<file path="config.mk">
export PLATFORM = sky130hd
export DESIGN_NAME = ssa_status_alert
export DESIGN_NICKNAME = d
export VERILOG_FILES = /design/src/common/ssa_pkg.sv /design/src/rtl/ssa_status_alert.sv /design/src/rtl/ssa_flag_cell.sv
export SDC_FILE = /design/constraint.sdc
export NUM_CORES = 1
export LEC_CHECK = 0
export ABC_AREA = 1
export BUFFER_PORTS_ARGS = -buffer_cell sky130_fd_sc_hd__buf_2
export CELL_PAD_IN_SITES_DETAIL_PLACEMENT = 1
export CELL_PAD_IN_SITES_GLOBAL_PLACEMENT = 2
export CORE_MARGIN = 2
export CORE_UTILIZATION = 23
export DETAILED_ROUTE_END_ITERATION = 12
export PLACE_DENSITY = 0.85
export SYNTH_ARGS = -nofsm -noshare
export SYNTH_HDL_FRONTEND = slang
export SYNTH_HIERARCHICAL = 1
export SYNTH_SLANG_ARGS = --single-unit
</file>
<file path="constraint.sdc">
create_clock -name i_ref_clk -period 1.72 [get_ports i_ref_clk]
set_input_delay 0.344 -clock i_ref_clk [delete_from_list [all_inputs] [get_ports i_ref_clk]]
set_output_delay 0.344 -clock i_ref_clk [all_outputs]
set_load 0.1 [all_outputs]
</file>
<file path="src/common/ssa_pkg.sv">
// constants shared by the sensor status and alert block
package ssa_pkg;
	// register offsets on the internal register port
	localparam logic [7:0] ADDR_SENSOR_VOLT  = 8'h00;
	localparam logic [7:0] ADDR_DIE_RESULT   = 8'h01;
	localparam logic [7:0] ADDR_CONFIG       = 8'h02;
	localparam logic [7:0] ADDR_OBJ_RESULT   = 8'h03;
	localparam logic [7:0] ADDR_FLAG_STATUS  = 8'h04;
	localparam logic [7:0] ADDR_FLAG_MASK    = 8'h05;

	// flag_status field positions
	localparam int STAT_SUMMARY_BIT     = 15;
	localparam int STAT_CONV_DONE_BIT   = 14;
	localparam int STAT_OBJ_HIGH_BIT    = 13;
	localparam int STAT_OBJ_LOW_BIT     = 12;
	localparam int STAT_DIE_HIGH_BIT    = 11;
	localparam int STAT_DIE_LOW_BIT     = 10;
	localparam int STAT_INVALID_BIT     = 9;
	localparam int STAT_MEM_FAIL_BIT    = 8;
	localparam int STAT_OVERRANGE_BIT   = 7;

	// flag_mask_enable field positions; bits 14..8 line up with the status flags
	localparam int MASK_ALERT_EN_BIT    = 15;
	localparam int MASK_EN_HI           = 14;
	localparam int MASK_EN_LO           = 8;

	// configuration bits owned by this block
	localparam int CFG_ALERT_EN_BIT     = 8;
	localparam int CFG_SUMMARY_BIT      = 7;
	localparam int CFG_TRACK_MODE_BIT   = 5;

	// reset values
	localparam logic [15:0] FLAG_MASK_RESET   = 16'h0000;
	localparam logic [15:0] FLAG_STATUS_RESET = 16'h0000;
	localparam logic        ALERT_EN_RESET    = 1'b0;
	localparam logic        TRACK_MODE_RESET  = 1'b0;

	// limit registers keep 10 bits at 0.5 degC, results 14 bits at 1/32 degC
	localparam int LIMIT_SHIFT = 4;

	// limit and invalid flags handled by generic flag cells
	typedef enum logic [2:0] {
		SSA_CELL_OBJ_HIGH,
		SSA_CELL_OBJ_LOW,
		SSA_CELL_DIE_HIGH,
		SSA_CELL_DIE_LOW,
		SSA_CELL_INVALID
	} ssa_cell_t;
	localparam int NUM_CELLS = 5;
endpackage

</file>
<file path="src/rtl/ssa_status_alert.sv">
// status flags, mask register and alert pin of the sensor
`timescale 1ns/100ps
`default_nettype none
module ssa_status_alert
	import ssa_pkg::*;
(
	input  wire logic        i_ref_clk,         // 100 MHz clock
	input  wire logic        i_resetn,          // power-on reset, active low
	input  wire logic        i_sync_reset,      // soft or general-call reset pulse
	input  wire logic [7:0]  i_reg_addr,        // register pointer
	input  wire logic        i_reg_wr,          // register write strobe
	input  wire logic        i_reg_rd,          // register read strobe
	input  wire logic [15:0] i_reg_wdata,       // write data
	output logic      [15:0] o_reg_rdata,       // read data, one cycle after strobe
	output logic             o_reg_rvalid,      // read data valid pulse
	input  wire logic        i_conv_done,       // both results written, pulse
	input  wire logic [15:0] i_obj_result,      // object temperature register
	input  wire logic [15:0] i_die_result,      // die temperature register
	input  wire logic [15:0] i_obj_hi_limit,    // object high limit register
	input  wire logic [15:0] i_obj_lo_limit,    // object low limit register
	input  wire logic [15:0] i_die_hi_limit,    // die high limit register
	input  wire logic [15:0] i_die_lo_limit,    // die low limit register
	input  wire logic        i_math_invalid,    // math engine error this conversion
	input  wire logic        i_volt_overrange,  // sensor voltage over range
	input  wire logic        i_mem_load_done,   // general load finished, pulse
	input  wire logic        i_mem_check_pass,  // integrity check result
	output logic             o_mem_check_fail,  // mirror for memory access bit 12
	output logic             o_alert_enable,    // shared alert output enable
	output logic             o_track_mode,      // flag behaviour select
	output logic             o_alert_n_o,       // alert pin output level
	output logic             o_alert_n_oe       // alert pin pull-down enable
);
	import ssa_pkg::*;

	// result and limit scaled to a common 14-bit twos complement grid
	function automatic logic signed [13:0] result_val(input logic [15:0] r);
		result_val = $signed(r[15:2]);
	endfunction

	function automatic logic signed [13:0] limit_val(input logic [15:0] l);
		limit_val = $signed({l[15:6], {LIMIT_SHIFT{1'b0}}});
	endfunction

	function automatic logic is_addr(input logic [7:0] a, input logic [7:0] b);
		is_addr = (a == b);
	endfunction

	logic        alert_en_q, alert_en_d;
	logic        track_q, track_d;
	logic [6:0]  mask_en_q, mask_en_d;
	logic        conv_done_q, conv_done_d;
	logic        mem_fail_q, mem_fail_d;
	logic        overrange_q, overrange_d;
	logic        summary_q, summary_d;
	logic        eval_q, eval_d;
	logic [15:0] rdata_q, rdata_d;
	logic        rvalid_q, rvalid_d;
	logic        alert_oe_q, alert_oe_d;

	logic        stat_rd;
	logic        res_rd;
	logic        cfg_wr;
	logic        mask_wr;
	logic        any_enabled;
	logic [15:0] status_view;
	logic [15:0] mask_view;

	logic [NUM_CELLS-1:0] cell_set;
	logic [NUM_CELLS-1:0] cell_clr;
	logic [NUM_CELLS-1:0] cell_flag;
	logic [6:0]           flags_vis;

	assign stat_rd = i_reg_rd && is_addr(i_reg_addr, ADDR_FLAG_STATUS);
	assign res_rd  = i_reg_rd && (is_addr(i_reg_addr, ADDR_SENSOR_VOLT) || is_addr(i_reg_addr, ADDR_DIE_RESULT)
		|| is_addr(i_reg_addr, ADDR_OBJ_RESULT));
	assign cfg_wr  = i_reg_wr && is_addr(i_reg_addr, ADDR_CONFIG);
	assign mask_wr = i_reg_wr && is_addr(i_reg_addr, ADDR_FLAG_MASK);

	// limit comparisons; the low-side flags also set in tracking mode, where they read zero
	always_comb begin
		cell_set = '0;
		cell_clr = '0;
		cell_set[SSA_CELL_OBJ_HIGH] = result_val(i_obj_result) > limit_val(i_obj_hi_limit);
		cell_clr[SSA_CELL_OBJ_HIGH] = !cell_set[SSA_CELL_OBJ_HIGH];
		cell_set[SSA_CELL_OBJ_LOW]  = result_val(i_obj_result) < limit_val(i_obj_lo_limit);
		cell_clr[SSA_CELL_OBJ_LOW]  = !cell_set[SSA_CELL_OBJ_LOW];
		cell_set[SSA_CELL_DIE_HIGH] = result_val(i_die_result) > limit_val(i_die_hi_limit);
		// tracking clear uses the die low limit, giving hysteresis between the two limits
		cell_clr[SSA_CELL_DIE_HIGH] = result_val(i_die_result) < limit_val(i_die_lo_limit);
		cell_set[SSA_CELL_DIE_LOW]  = result_val(i_die_result) < limit_val(i_die_lo_limit);
		cell_clr[SSA_CELL_DIE_LOW]  = !cell_set[SSA_CELL_DIE_LOW];
		cell_set[SSA_CELL_INVALID]  = i_math_invalid || i_volt_overrange;
		cell_clr[SSA_CELL_INVALID]  = !cell_set[SSA_CELL_INVALID];
	end

	genvar gi;
	generate
		for (gi = 0; gi < NUM_CELLS; gi++) begin : g_cell
			ssa_flag_cell u_cell (
				.i_ref_clk  (i_ref_clk),
				.i_resetn   (i_resetn),
				.i_sync_clr (i_sync_reset),
				.i_track    (track_q),
				.i_eval     (i_conv_done),
				.i_set      (cell_set[gi]),
				.i_clr      (cell_clr[gi]),
				.i_rd_clr   (stat_rd),
				.o_flag     (cell_flag[gi])
			);
		end
	endgenerate

	// visible flags in status order 14..8; low flags read zero while tracking
	always_comb begin
		flags_vis    = '0;
		flags_vis[6] = conv_done_q;
		flags_vis[5] = cell_flag[SSA_CELL_OBJ_HIGH];
		flags_vis[4] = cell_flag[SSA_CELL_OBJ_LOW] && !track_q;
		flags_vis[3] = cell_flag[SSA_CELL_DIE_HIGH];
		flags_vis[2] = cell_flag[SSA_CELL_DIE_LOW] && !track_q;
		flags_vis[1] = cell_flag[SSA_CELL_INVALID];
		flags_vis[0] = mem_fail_q;
	end

	// mask view: low-side enables inert and zero while tracking, low byte zero
	always_comb begin
		mask_view = FLAG_MASK_RESET;
		mask_view[MASK_ALERT_EN_BIT] = alert_en_q;
		mask_view[MASK_EN_HI:MASK_EN_LO] = mask_en_q;
		if (track_q) begin
			mask_view[STAT_OBJ_LOW_BIT] = 1'b0;
			mask_view[STAT_DIE_LOW_BIT] = 1'b0;
		end
	end

	assign any_enabled = |(flags_vis & mask_view[MASK_EN_HI:MASK_EN_LO]);

	always_comb begin
		status_view = FLAG_STATUS_RESET;
		status_view[STAT_SUMMARY_BIT] = summary_q;
		status_view[STAT_CONV_DONE_BIT:STAT_MEM_FAIL_BIT] = flags_vis;
		status_view[STAT_OVERRANGE_BIT] = overrange_q;
	end

	always_comb begin
		alert_en_d  = alert_en_q;
		track_d     = track_q;
		mask_en_d   = mask_en_q;
		conv_done_d = conv_done_q;
		mem_fail_d  = mem_fail_q;
		overrange_d = overrange_q;
		summary_d   = summary_q;
		rdata_d     = rdata_q;
		rvalid_d    = i_reg_rd;
		eval_d      = i_conv_done;

		// writes to either location land in the one shared enable bit
		if (mask_wr) begin
			alert_en_d = i_reg_wdata[MASK_ALERT_EN_BIT];
			mask_en_d  = i_reg_wdata[MASK_EN_HI:MASK_EN_LO];
		end
		if (cfg_wr) begin
			alert_en_d = i_reg_wdata[CFG_ALERT_EN_BIT];
			track_d    = i_reg_wdata[CFG_TRACK_MODE_BIT];
		end

		// set beats the read and config-write clears in the same cycle
		if (i_conv_done) begin
			conv_done_d = 1'b1;
		end else if (stat_rd || cfg_wr || res_rd) begin
			conv_done_d = 1'b0;
		end

		if (i_conv_done) begin
			overrange_d = i_volt_overrange;
		end

		if (i_mem_load_done) begin
			mem_fail_d = !i_mem_check_pass;
		end

		// a latched read keeps only the enabled memory flag, which no read clears;
		// a flag set in the read cycle raises the summary again one cycle later
		if (!track_q && stat_rd) begin
			summary_d = flags_vis[0] && mask_view[MASK_EN_LO];
		end else if (any_enabled) begin
			summary_d = 1'b1;
		end else if (track_q && eval_q) begin
			summary_d = 1'b0;
		end

		// read data captured before this cycle's clears take effect
		if (i_reg_rd) begin
			rdata_d = '0;
			if (is_addr(i_reg_addr, ADDR_FLAG_STATUS)) begin
				rdata_d = status_view;
			end else if (is_addr(i_reg_addr, ADDR_FLAG_MASK)) begin
				rdata_d = mask_view;
			end else if (is_addr(i_reg_addr, ADDR_CONFIG)) begin
				rdata_d[CFG_ALERT_EN_BIT]   = alert_en_q;
				rdata_d[CFG_SUMMARY_BIT]    = summary_q;
				rdata_d[CFG_TRACK_MODE_BIT] = track_q;
			end
		end

		if (i_sync_reset) begin
			alert_en_d  = ALERT_EN_RESET;
			track_d     = TRACK_MODE_RESET;
			mask_en_d   = FLAG_MASK_RESET[MASK_EN_HI:MASK_EN_LO];
			conv_done_d = 1'b0;
			overrange_d = 1'b0;
			summary_d   = 1'b0;
			// memory fail is re-evaluated by the load that follows every reset
			if (i_mem_load_done) begin
				mem_fail_d = !i_mem_check_pass;
			end
		end

		// pin follows the registered enable and summary so it never glitches
		alert_oe_d = alert_en_d && summary_d;
	end

	always_ff @(posedge i_ref_clk or negedge i_resetn) begin
		if (!i_resetn) begin
			alert_en_q  <= ALERT_EN_RESET;
			track_q     <= TRACK_MODE_RESET;
			mask_en_q   <= FLAG_MASK_RESET[MASK_EN_HI:MASK_EN_LO];
			conv_done_q <= 1'b0;
			mem_fail_q  <= 1'b0;
			overrange_q <= 1'b0;
			summary_q   <= 1'b0;
			rdata_q     <= 16'h0000;
			rvalid_q    <= 1'b0;
			eval_q      <= 1'b0;
			alert_oe_q  <= 1'b0;
		end else begin
			alert_en_q  <= alert_en_d;
			track_q     <= track_d;
			mask_en_q   <= mask_en_d;
			conv_done_q <= conv_done_d;
			mem_fail_q  <= mem_fail_d;
			overrange_q <= overrange_d;
			summary_q   <= summary_d;
			rdata_q     <= rdata_d;
			rvalid_q    <= rvalid_d;
			eval_q      <= eval_d;
			alert_oe_q  <= alert_oe_d;
		end
	end

	assign o_reg_rdata      = rdata_q;
	assign o_reg_rvalid     = rvalid_q;
	assign o_mem_check_fail = mem_fail_q;
	assign o_alert_enable   = alert_en_q;
	assign o_track_mode     = track_q;
	assign o_alert_n_o      = 1'b0;        // open drain: only ever pulls low
	assign o_alert_n_oe     = alert_oe_q;
endmodule
`default_nettype wire

</file>
<file path="src/rtl/ssa_flag_cell.sv">
// one status flag that either latches until read or tracks each conversion
`timescale 1ns/100ps
`default_nettype none
module ssa_flag_cell (
	input  wire logic i_ref_clk,   // system clock
	input  wire logic i_resetn,    // async reset, active low
	input  wire logic i_sync_clr,  // soft or general-call reset
	input  wire logic i_track,     // 1 = tracking mode
	input  wire logic i_eval,      // end of conversion pulse
	input  wire logic i_set,       // condition violated this conversion
	input  wire logic i_clr,       // tracking-mode clear condition
	input  wire logic i_rd_clr,    // status read pulse
	output logic      o_flag       // flag value
);
	logic flag_q;
	logic flag_d;

	always_comb begin
		flag_d = flag_q;
		if (i_sync_clr) begin
			flag_d = 1'b0;
		end else if (i_track) begin
			if (i_eval && i_set) begin
				flag_d = 1'b1;
			end else if (i_eval && i_clr) begin
				flag_d = 1'b0;
			end
		end else begin
			// a new violation beats the read clear so the event is not lost
			if (i_eval && i_set) begin
				flag_d = 1'b1;
			end else if (i_rd_clr) begin
				flag_d = 1'b0;
			end
		end
	end

	always_ff @(posedge i_ref_clk or negedge i_resetn) begin
		if (!i_resetn) begin
			flag_q <= 1'b0;
		end else begin
			flag_q <= flag_d;
		end
	end

	assign o_flag = flag_q;
endmodule
`default_nettype wire

</file>
==> results of run 1 <==
flip-flops by register name (all words and copies together), names as in the netlist, named ones only:
register / count
conv_done_q: 1
eval_q: 1
g_cell.u_cell/o_flag: 5
mask_en_q: 7
o_alert_enable: 1
o_alert_n_oe: 1
o_reg_rdata: 10
o_reg_rvalid: 1
o_track_mode: 1
overrange_q: 1
summary_q: 1
layout by cell type, fill, tap and decap left out, types with 2 or more instances in the layout:
cell	synthesis	layout
a21oi_1	16	15
a21oi_2	5	6
buf_2	1	109
buf_4	7	7
clkbuf_1	0	2
clkbuf_16	0	5
conb_1	1	7
dfrtp_1	31	30
ha_1	38	38
inv_1	71	71
inv_2	4	4
nand2_1	116	116
nand2_2	8	8
nand2_4	4	4
nand3_1	39	39
nand3_2	7	7
nand3b_1	2	2
nand4_1	8	8
nor2_1	22	22
nor2_2	4	3
nor2_4	4	5
nor3_1	2	2
o21a_1	2	2
o21ai_0	3	2
o21ai_1	1	2
cells by family (layout without fill, tap and decap cells):
kind of cell | Yosys count | in the layout
buf+inv | 85 | 202
compound gates | 32 | 32
other cells | 1 | 7
simple gates | 217 | 217
flops | 31 | 31
fa+ha+maj | 38 | 38
Yosys cell counts:
cell,n
nor2_8,1
a21o_1,1
a21oi_1,16
clkinv_1,1
o211ai_1,1
nor3_1,2
nor2_4,4
o21ai_1,1
nor2_2,4
nand3_1,39
buf_4,7
a21oi_2,5
inv_1,71
nand2_2,8
nand2_1,116
o21ai_0,3
conb_1,1
o31ai_1,1
nand4_1,8
ha_1,38
dfrtp_1,31
clkinv_4,1
nand3b_1,2
o21bai_1,1
nand2_4,4
a21boi_2,1
nand3_2,7
nor2_1,22
o21a_1,2
inv_2,4
buf_2,1
worst min path at each step:
stage,start,endpoint,slack (ns),cells after the start
after floorplan,i_resetn,async pin,0.05,0
after global placement,i_resetn,o_reg_rdata[7],0.24,1
after detailed placement,i_resetn,o_reg_rdata[7],0.24,1
after CTS,i_mem_check_pass,flip-flop,0.23,2
after global routing,i_mem_check_pass,flip-flop,0.25,2
final,i_mem_check_pass,flip-flop,0.24,2
what timing repair did:
action,CTS,global route
setup endpoints to repair,0,2
hold endpoints to repair,10,0
hold buffers,1,0
gates resized for setup,0,3
through the flow:
stage / area, sq um / power, W / hold slack (ns) / TNS, ns / setup WS [ns]
6_report: 3780 / 0.00228 / 0.237 / 0 / 0.102
5_1_grt: 3780 / 0.00242 / 0.247 / 0 / 0.0247
4_1_cts: 3770 / 0.00230 / 0.233 / 0 / 0.0904
3_5_place_dp: 3620 / 0.00147 / 0.241 / -0.435 / -0.152
3_3_place_gp: 3620 / 0.00144 / 0.239 / -0.159 / -0.0709
2_1_floorplan: 2870 / 0.00122 / 0.0484 / 0 / 0.0948
power by group through the flow:
stage                     Combinational, W  Sequential [W]  Clock [W]
after floorplan                   0.000391        0.000828          0
after detailed placement          0.000659        0.000811          0
after global routing              0.000751        0.000804   0.000867
after CTS                         0.000664        0.000800   0.000834
after global placement            0.000631        0.000810          0
final                             0.000653        0.000799   0.000825
layout make-up:
| cell class | instances | area share, % |
|---|---|---|
| repair buffers | 117 | 16.1 |
| multi-input cells | 294 | 46.4 |
| flip-flops and latches | 31 | 20.5 |
| well taps | 168 | 5.56 |
| clock inverters | 1 | 0.132 |
| clock buffers | 7 | 3.51 |
| inverters | 77 | 7.78 |
metal layers:
layer | GRT usage, % | vias to the layer above
met4 | 2.65 | 0
met2 | 24.2 | 55
met5 | 0 | -
met3 | 1.58 | 4
met1 | 15.0 | 1374
li1 | - | 1511
==> impl_metrics.tcl, run 1 <==
set metrics [dict create \
    status "finished, final reports clean" \
    syn_area_sq_um 2850 \
    crit_path_end "o_track_mode" \
    clkPwrFrac_pct 36.2 \
    r2r_start "o_track_mode" \
    synthMuxAreaShare_pct 0 \
    final_util_pct 31.3 \
    post-cts-setup-buffer-count 0 \
    path_delay_family "flip-flops" \
    regArea_sq_um 777 \
    slowest_delay_ns 0.51 \
    cts_tree "built" \
    final_nets 694 \
    switching_share_pct 32.0 \
    grt_overflow 0 \
    vias 2944 \
    cts_made_buffers 5 \
    syn_inst 404 \
    wl_met1_um 3570 \
    hold_viol 0 \
    drt_iter0_markers 42 \
    synth-compound-area-share_pct 7.02 \
    area_growth_pct 32.7 \
    clockBufferDepth 2 \
    p_seq_share_pct 35.1 \
    arrival_ns 1.27 \
    drc_errors 0 \
    final_antenna_net_count 0 \
    min-delay-path-class "input port to flip-flop" \
    maxCapViolations 0 \
    die_h_um 115 \
    crit_path_start_kind "flip-flop" \
    synth-seq-area-share_pct 27.2 \
    irDropWorstVdd_v 0.000294 \
    switching_power_w 0.000730 \
    synth_area_leaders "dfrtp_1, ha_1, nand2_1" \
    fillCellCount 1564 \
    firstDrtPassIters 4 \
    core_sq_um 12100 \
    synth-seq-cells 31 \
    cp.required_ns 1.38 \
    rsz0062_at_grt "no" \
    dieArea_sq_um 13300 \
    io_pins 152 \
    io_buffers 109 \
    fin_crit_sh_pct 94.1 \
    hpwl_um 7030 \
    synth_top_family_by_area "simple AND/OR/NAND/NOR gates" \
    cpMaxStageDelayCell "dfrtp_2" \
    power.internal_w 0.00155 \
    grt_max_degree 15 \
    ys_types 31 \
    wl_met3_um 219 \
    finalSetupViolations 0 \
    period_needed_ns 1.62 \
    multiInputGateArea_sq_um 1750 \
    avgSynthCellArea_sq_um 7.06 \
    power_leakage_nw 2.21 \
    crit_fanout 14 \
    r2r_cells 6 \
    fmaxAchievable_mhz 618 \
    critPathKind "flip-flop to primary output" \
    synth_xor_area_share_pct 0 \
    cp_num_buf_inv 1 \
    diodes 0 \
    cp-startpoint "o_track_mode" \
    synth_top_area_share_pct 27.2 \
    dp_cells 686 \
    comb_power_share_pct 28.7 \
    grt_pass1_wl_um 13600 \
    met2_length_um 4310 \
    highest_layer "met4" \
    grt_pass1_vias 3026 \
    grt_antenna_before_repair 0 \
    drive_gt1_share_pct 30.9 \
    rows 40 \
    fin_cells 695 \
    synthAdderAreaFrac_pct 16.7 \
    clk_latency_ns 0.27 \
    cp-end-kind "primary output" \
    routed_wl_um 8140 \
    yosysTopAreaCell "dfrtp_1" \
    wl_per_cell_um 11.7 \
    finClkSkew_ns 0.00689 \
    numClockSinks 31 \
    cts_max_level 2 \
    start_util_pct 23.6 \
    place_congestion 0.772 \
    finalMaxSlewViolations 0 \
    reg2reg_to "summary_q" \
    synth-simple-area-share_pct 36.6 \
    path_clk_slew_ns 0.05 \
    path_depth 1 \
    die_w_um 115 \
    drt-vias-per-instance 4.24 \
    clock-root-buffer "clkbuf_16" \
    p_per_area_nw_per_um2 602 \
    crit_chain "buf_2" \
    yosysWarningCount 6 \
    rrSetupSlack_ns 0.34 \
    grtUsageTotal_pct 12.6 \
]
Note: power is estimated with default switching activity, not from simulation.
==> inputs of run 2 (changes only) <==
--- a/config.mk
+++ b/config.mk
@@ -7,12 +7,11 @@
 export LEC_CHECK = 0
 export ABC_AREA = 1
 export BUFFER_PORTS_ARGS = -buffer_cell sky130_fd_sc_hd__buf_2
-export CELL_PAD_IN_SITES_DETAIL_PLACEMENT = 1
-export CELL_PAD_IN_SITES_GLOBAL_PLACEMENT = 2
 export CORE_MARGIN = 2
-export CORE_UTILIZATION = 23
+export CORE_UTILIZATION = 46
 export DETAILED_ROUTE_END_ITERATION = 12
-export PLACE_DENSITY = 0.85
+export PLACE_DENSITY = 0.86
+export REMOVE_ABC_BUFFERS = 1
 export SYNTH_ARGS = -nofsm -noshare
 export SYNTH_HDL_FRONTEND = slang
 export SYNTH_HIERARCHICAL = 1
==> impl_metrics.tcl, run 2 (synthesis results as in run 1) <==
set metrics [dict create \
    fillCellCount 522 \
    drc_errors 0 \
    rsz0062_at_grt "no" \
    drt_iter0_markers 113 \
    cts_made_buffers 5 \
    cts_resized 0 \
    cp.required_ns 1.94 \
    min-delay-path-class "input port to async pin" \
    crit_chain "buf_2 -> ha_1 -> nand2_1 -> inv_1 -> a21oi_1 -> nand4_1 -> nand2_1 -> nand2_1 -> nand3_1 -> nand3_2 -> a21oi_2" \
    finalSetupViolations 0 \
    power.internal_w 0.00148 \
    final_common_cell "nand2_1" \
    critPathKind "input port to flip-flop" \
    drive_gt1_share_pct 30.9 \
    grt_pass1_wl_um 11100 \
    power_leakage_nw 2.19 \
    multiInputGateArea_sq_um 1750 \
    io_buffers 109 \
    rows 28 \
    crit_path_start_kind "input port" \
    cts_hold_buf 0 \
    switching_power_w 0.000685 \
    die_w_um 82.7 \
    p_seq_share_pct 36.9 \
    final_util_pct 61.0 \
    regArea_sq_um 776 \
    arrival_ns 1.75 \
    path_clk_slew_ns 0.06 \
    die_h_um 82.7 \
    cts_max_level 2 \
    firstDrtPassIters 4 \
    clock-root-buffer "clkbuf_8" \
    crit_fanout 3 \
    hold_viol 0 \
    place_congestion 0.920 \
    r2r_cells 7 \
    grt_antenna_before_repair 0 \
    drt-vias-per-instance 4.91 \
    finClkSkew_ns 0.00265 \
    worst_pin_slew_ns 0.663 \
    grt_max_degree 32 \
    cpMaxStageDelayCell "ha_1" \
    comb_power_share_pct 29.5 \
    fmaxAchievable_mhz 654 \
    clockBufferDepth 2 \
    diodes 0 \
    final_nets 692 \
    final_antenna_net_count 0 \
    clk_latency_ns 0.28 \
    irDropWorstVdd_v 0.000514 \
    rrSetupSlack_ns 0.37 \
    area_growth_pct 27.4 \
    status "finished, final reports clean" \
    fin_crit_sh_pct 89.0 \
    period_needed_ns 1.53 \
    maxCapViolations 0 \
    start_util_pct 47.9 \
    grt_overflow 0 \
    largest_reg_flops 10 \
    reg2reg_to "summary_q" \
    core_sq_um 5960 \
    dieArea_sq_um 6840 \
    finalMaxSlewViolations 0 \
    numClockSinks 31 \
    r2r_start "o_track_mode" \
    grtUsageTotal_pct 20.5 \
    cts_tree "built" \
    routed_wl_um 6680 \
    slew_headroom_pct 55.8 \
    post-cts-setup-buffer-count 0 \
    slowest_delay_ns 0.32 \
    switching_share_pct 31.7 \
    critPathMostFrequentCell "nand2_1" \
    grt_pass1_vias 2805 \
    hpwl_um 5610 \
    clkPwrFrac_pct 33.7 \
    io_pins 152 \
    layout_common_cells "nand2_1, buf_2, inv_1" \
    cp-end-kind "flip-flop" \
    power.total_w 0.00216 \
    p_per_area_nw_per_um2 595 \
    vias 2946 \
    wl_per_cell_um 11.1 \
]
run 2: final cells by class:
class | count | area share, %
Sequential cell | 31 | 21.4
Clock inverter | 2 | 0.965
Clock buffer | 6 | 2.27
Multi-Input combinational cell | 294 | 48.1
Timing Repair Buffer | 115 | 16.7
Inverter | 77 | 8.10
Tap cell | 75 | 2.58
run 2: metrics by stage:
stage / TNS, ns / instances / worst slack (ns) / hold slack [ns] / instance area (sq um)
after global routing: 0 / 600 / 0.0938 / 0.129 / 3630
after floorplan: -0.688 / 402 / -0.318 / 0.0484 / 2820
after global placement: -0.0132 / 592 / -0.0132 / 0.412 / 3510
after CTS: 0 / 600 / 0.197 / 0.102 / 3630
after detailed placement: -0.128 / 592 / -0.0976 / 0.413 / 3510
final: 0 / 600 / 0.190 / 0.0890 / 3630
run 2: worst max-delay path, delay by kind of cell:
family | cells | cell delay, ns
AND/OR/NAND/NOR | 6 | 0.57
adder cells (fa/ha/maj) | 1 | 0.32
AO/OA/AOI/OAI | 2 | 0.35
buffers and inverters | 2 | 0.16
run 2: routing by layer:
metal / wire [um] / share of wire, % / GRT usage [%]
met5: 0 / 0 / 0
met4: 91 / 1.4 / 6.89
met3: 369 / 5.5 / 4.67
met2: 3500 / 52 / 39.0
met1: 2720 / 41 / 22.2
run 2: how the worst max path moves through the flow:
stage | from | end | slack, ns | cells past startpoint
2_1_floorplan | o_track_mode | o_alert_n_oe | -0.32 | 6
3_3_place_gp | i_obj_result[15] | g_cell[0].u_cell/o_flag | -0.01 | 12
3_5_place_dp | i_obj_result[15] | g_cell[0].u_cell/o_flag | -0.1 | 11
4_1_cts | i_obj_result[15] | g_cell[0].u_cell/o_flag | 0.20 | 11
5_1_grt | i_obj_result[15] | g_cell[0].u_cell/o_flag | 0.09 | 12
6_report | i_obj_result[15] | g_cell[0].u_cell/o_flag | 0.19 | 11
run 2: power by group through the flow:
stage | Sequential [W] | Clock (W) | Combinational (W)
2_1_floorplan | 0.000828 | 0 | 0.000375
3_3_place_gp | 0.000806 | 0 | 0.000609
3_5_place_dp | 0.000808 | 0 | 0.000636
4_1_cts | 0.000795 | 0.000744 | 0.000642
5_1_grt | 0.000799 | 0.000775 | 0.000722
6_report | 0.000797 | 0.000727 | 0.000636
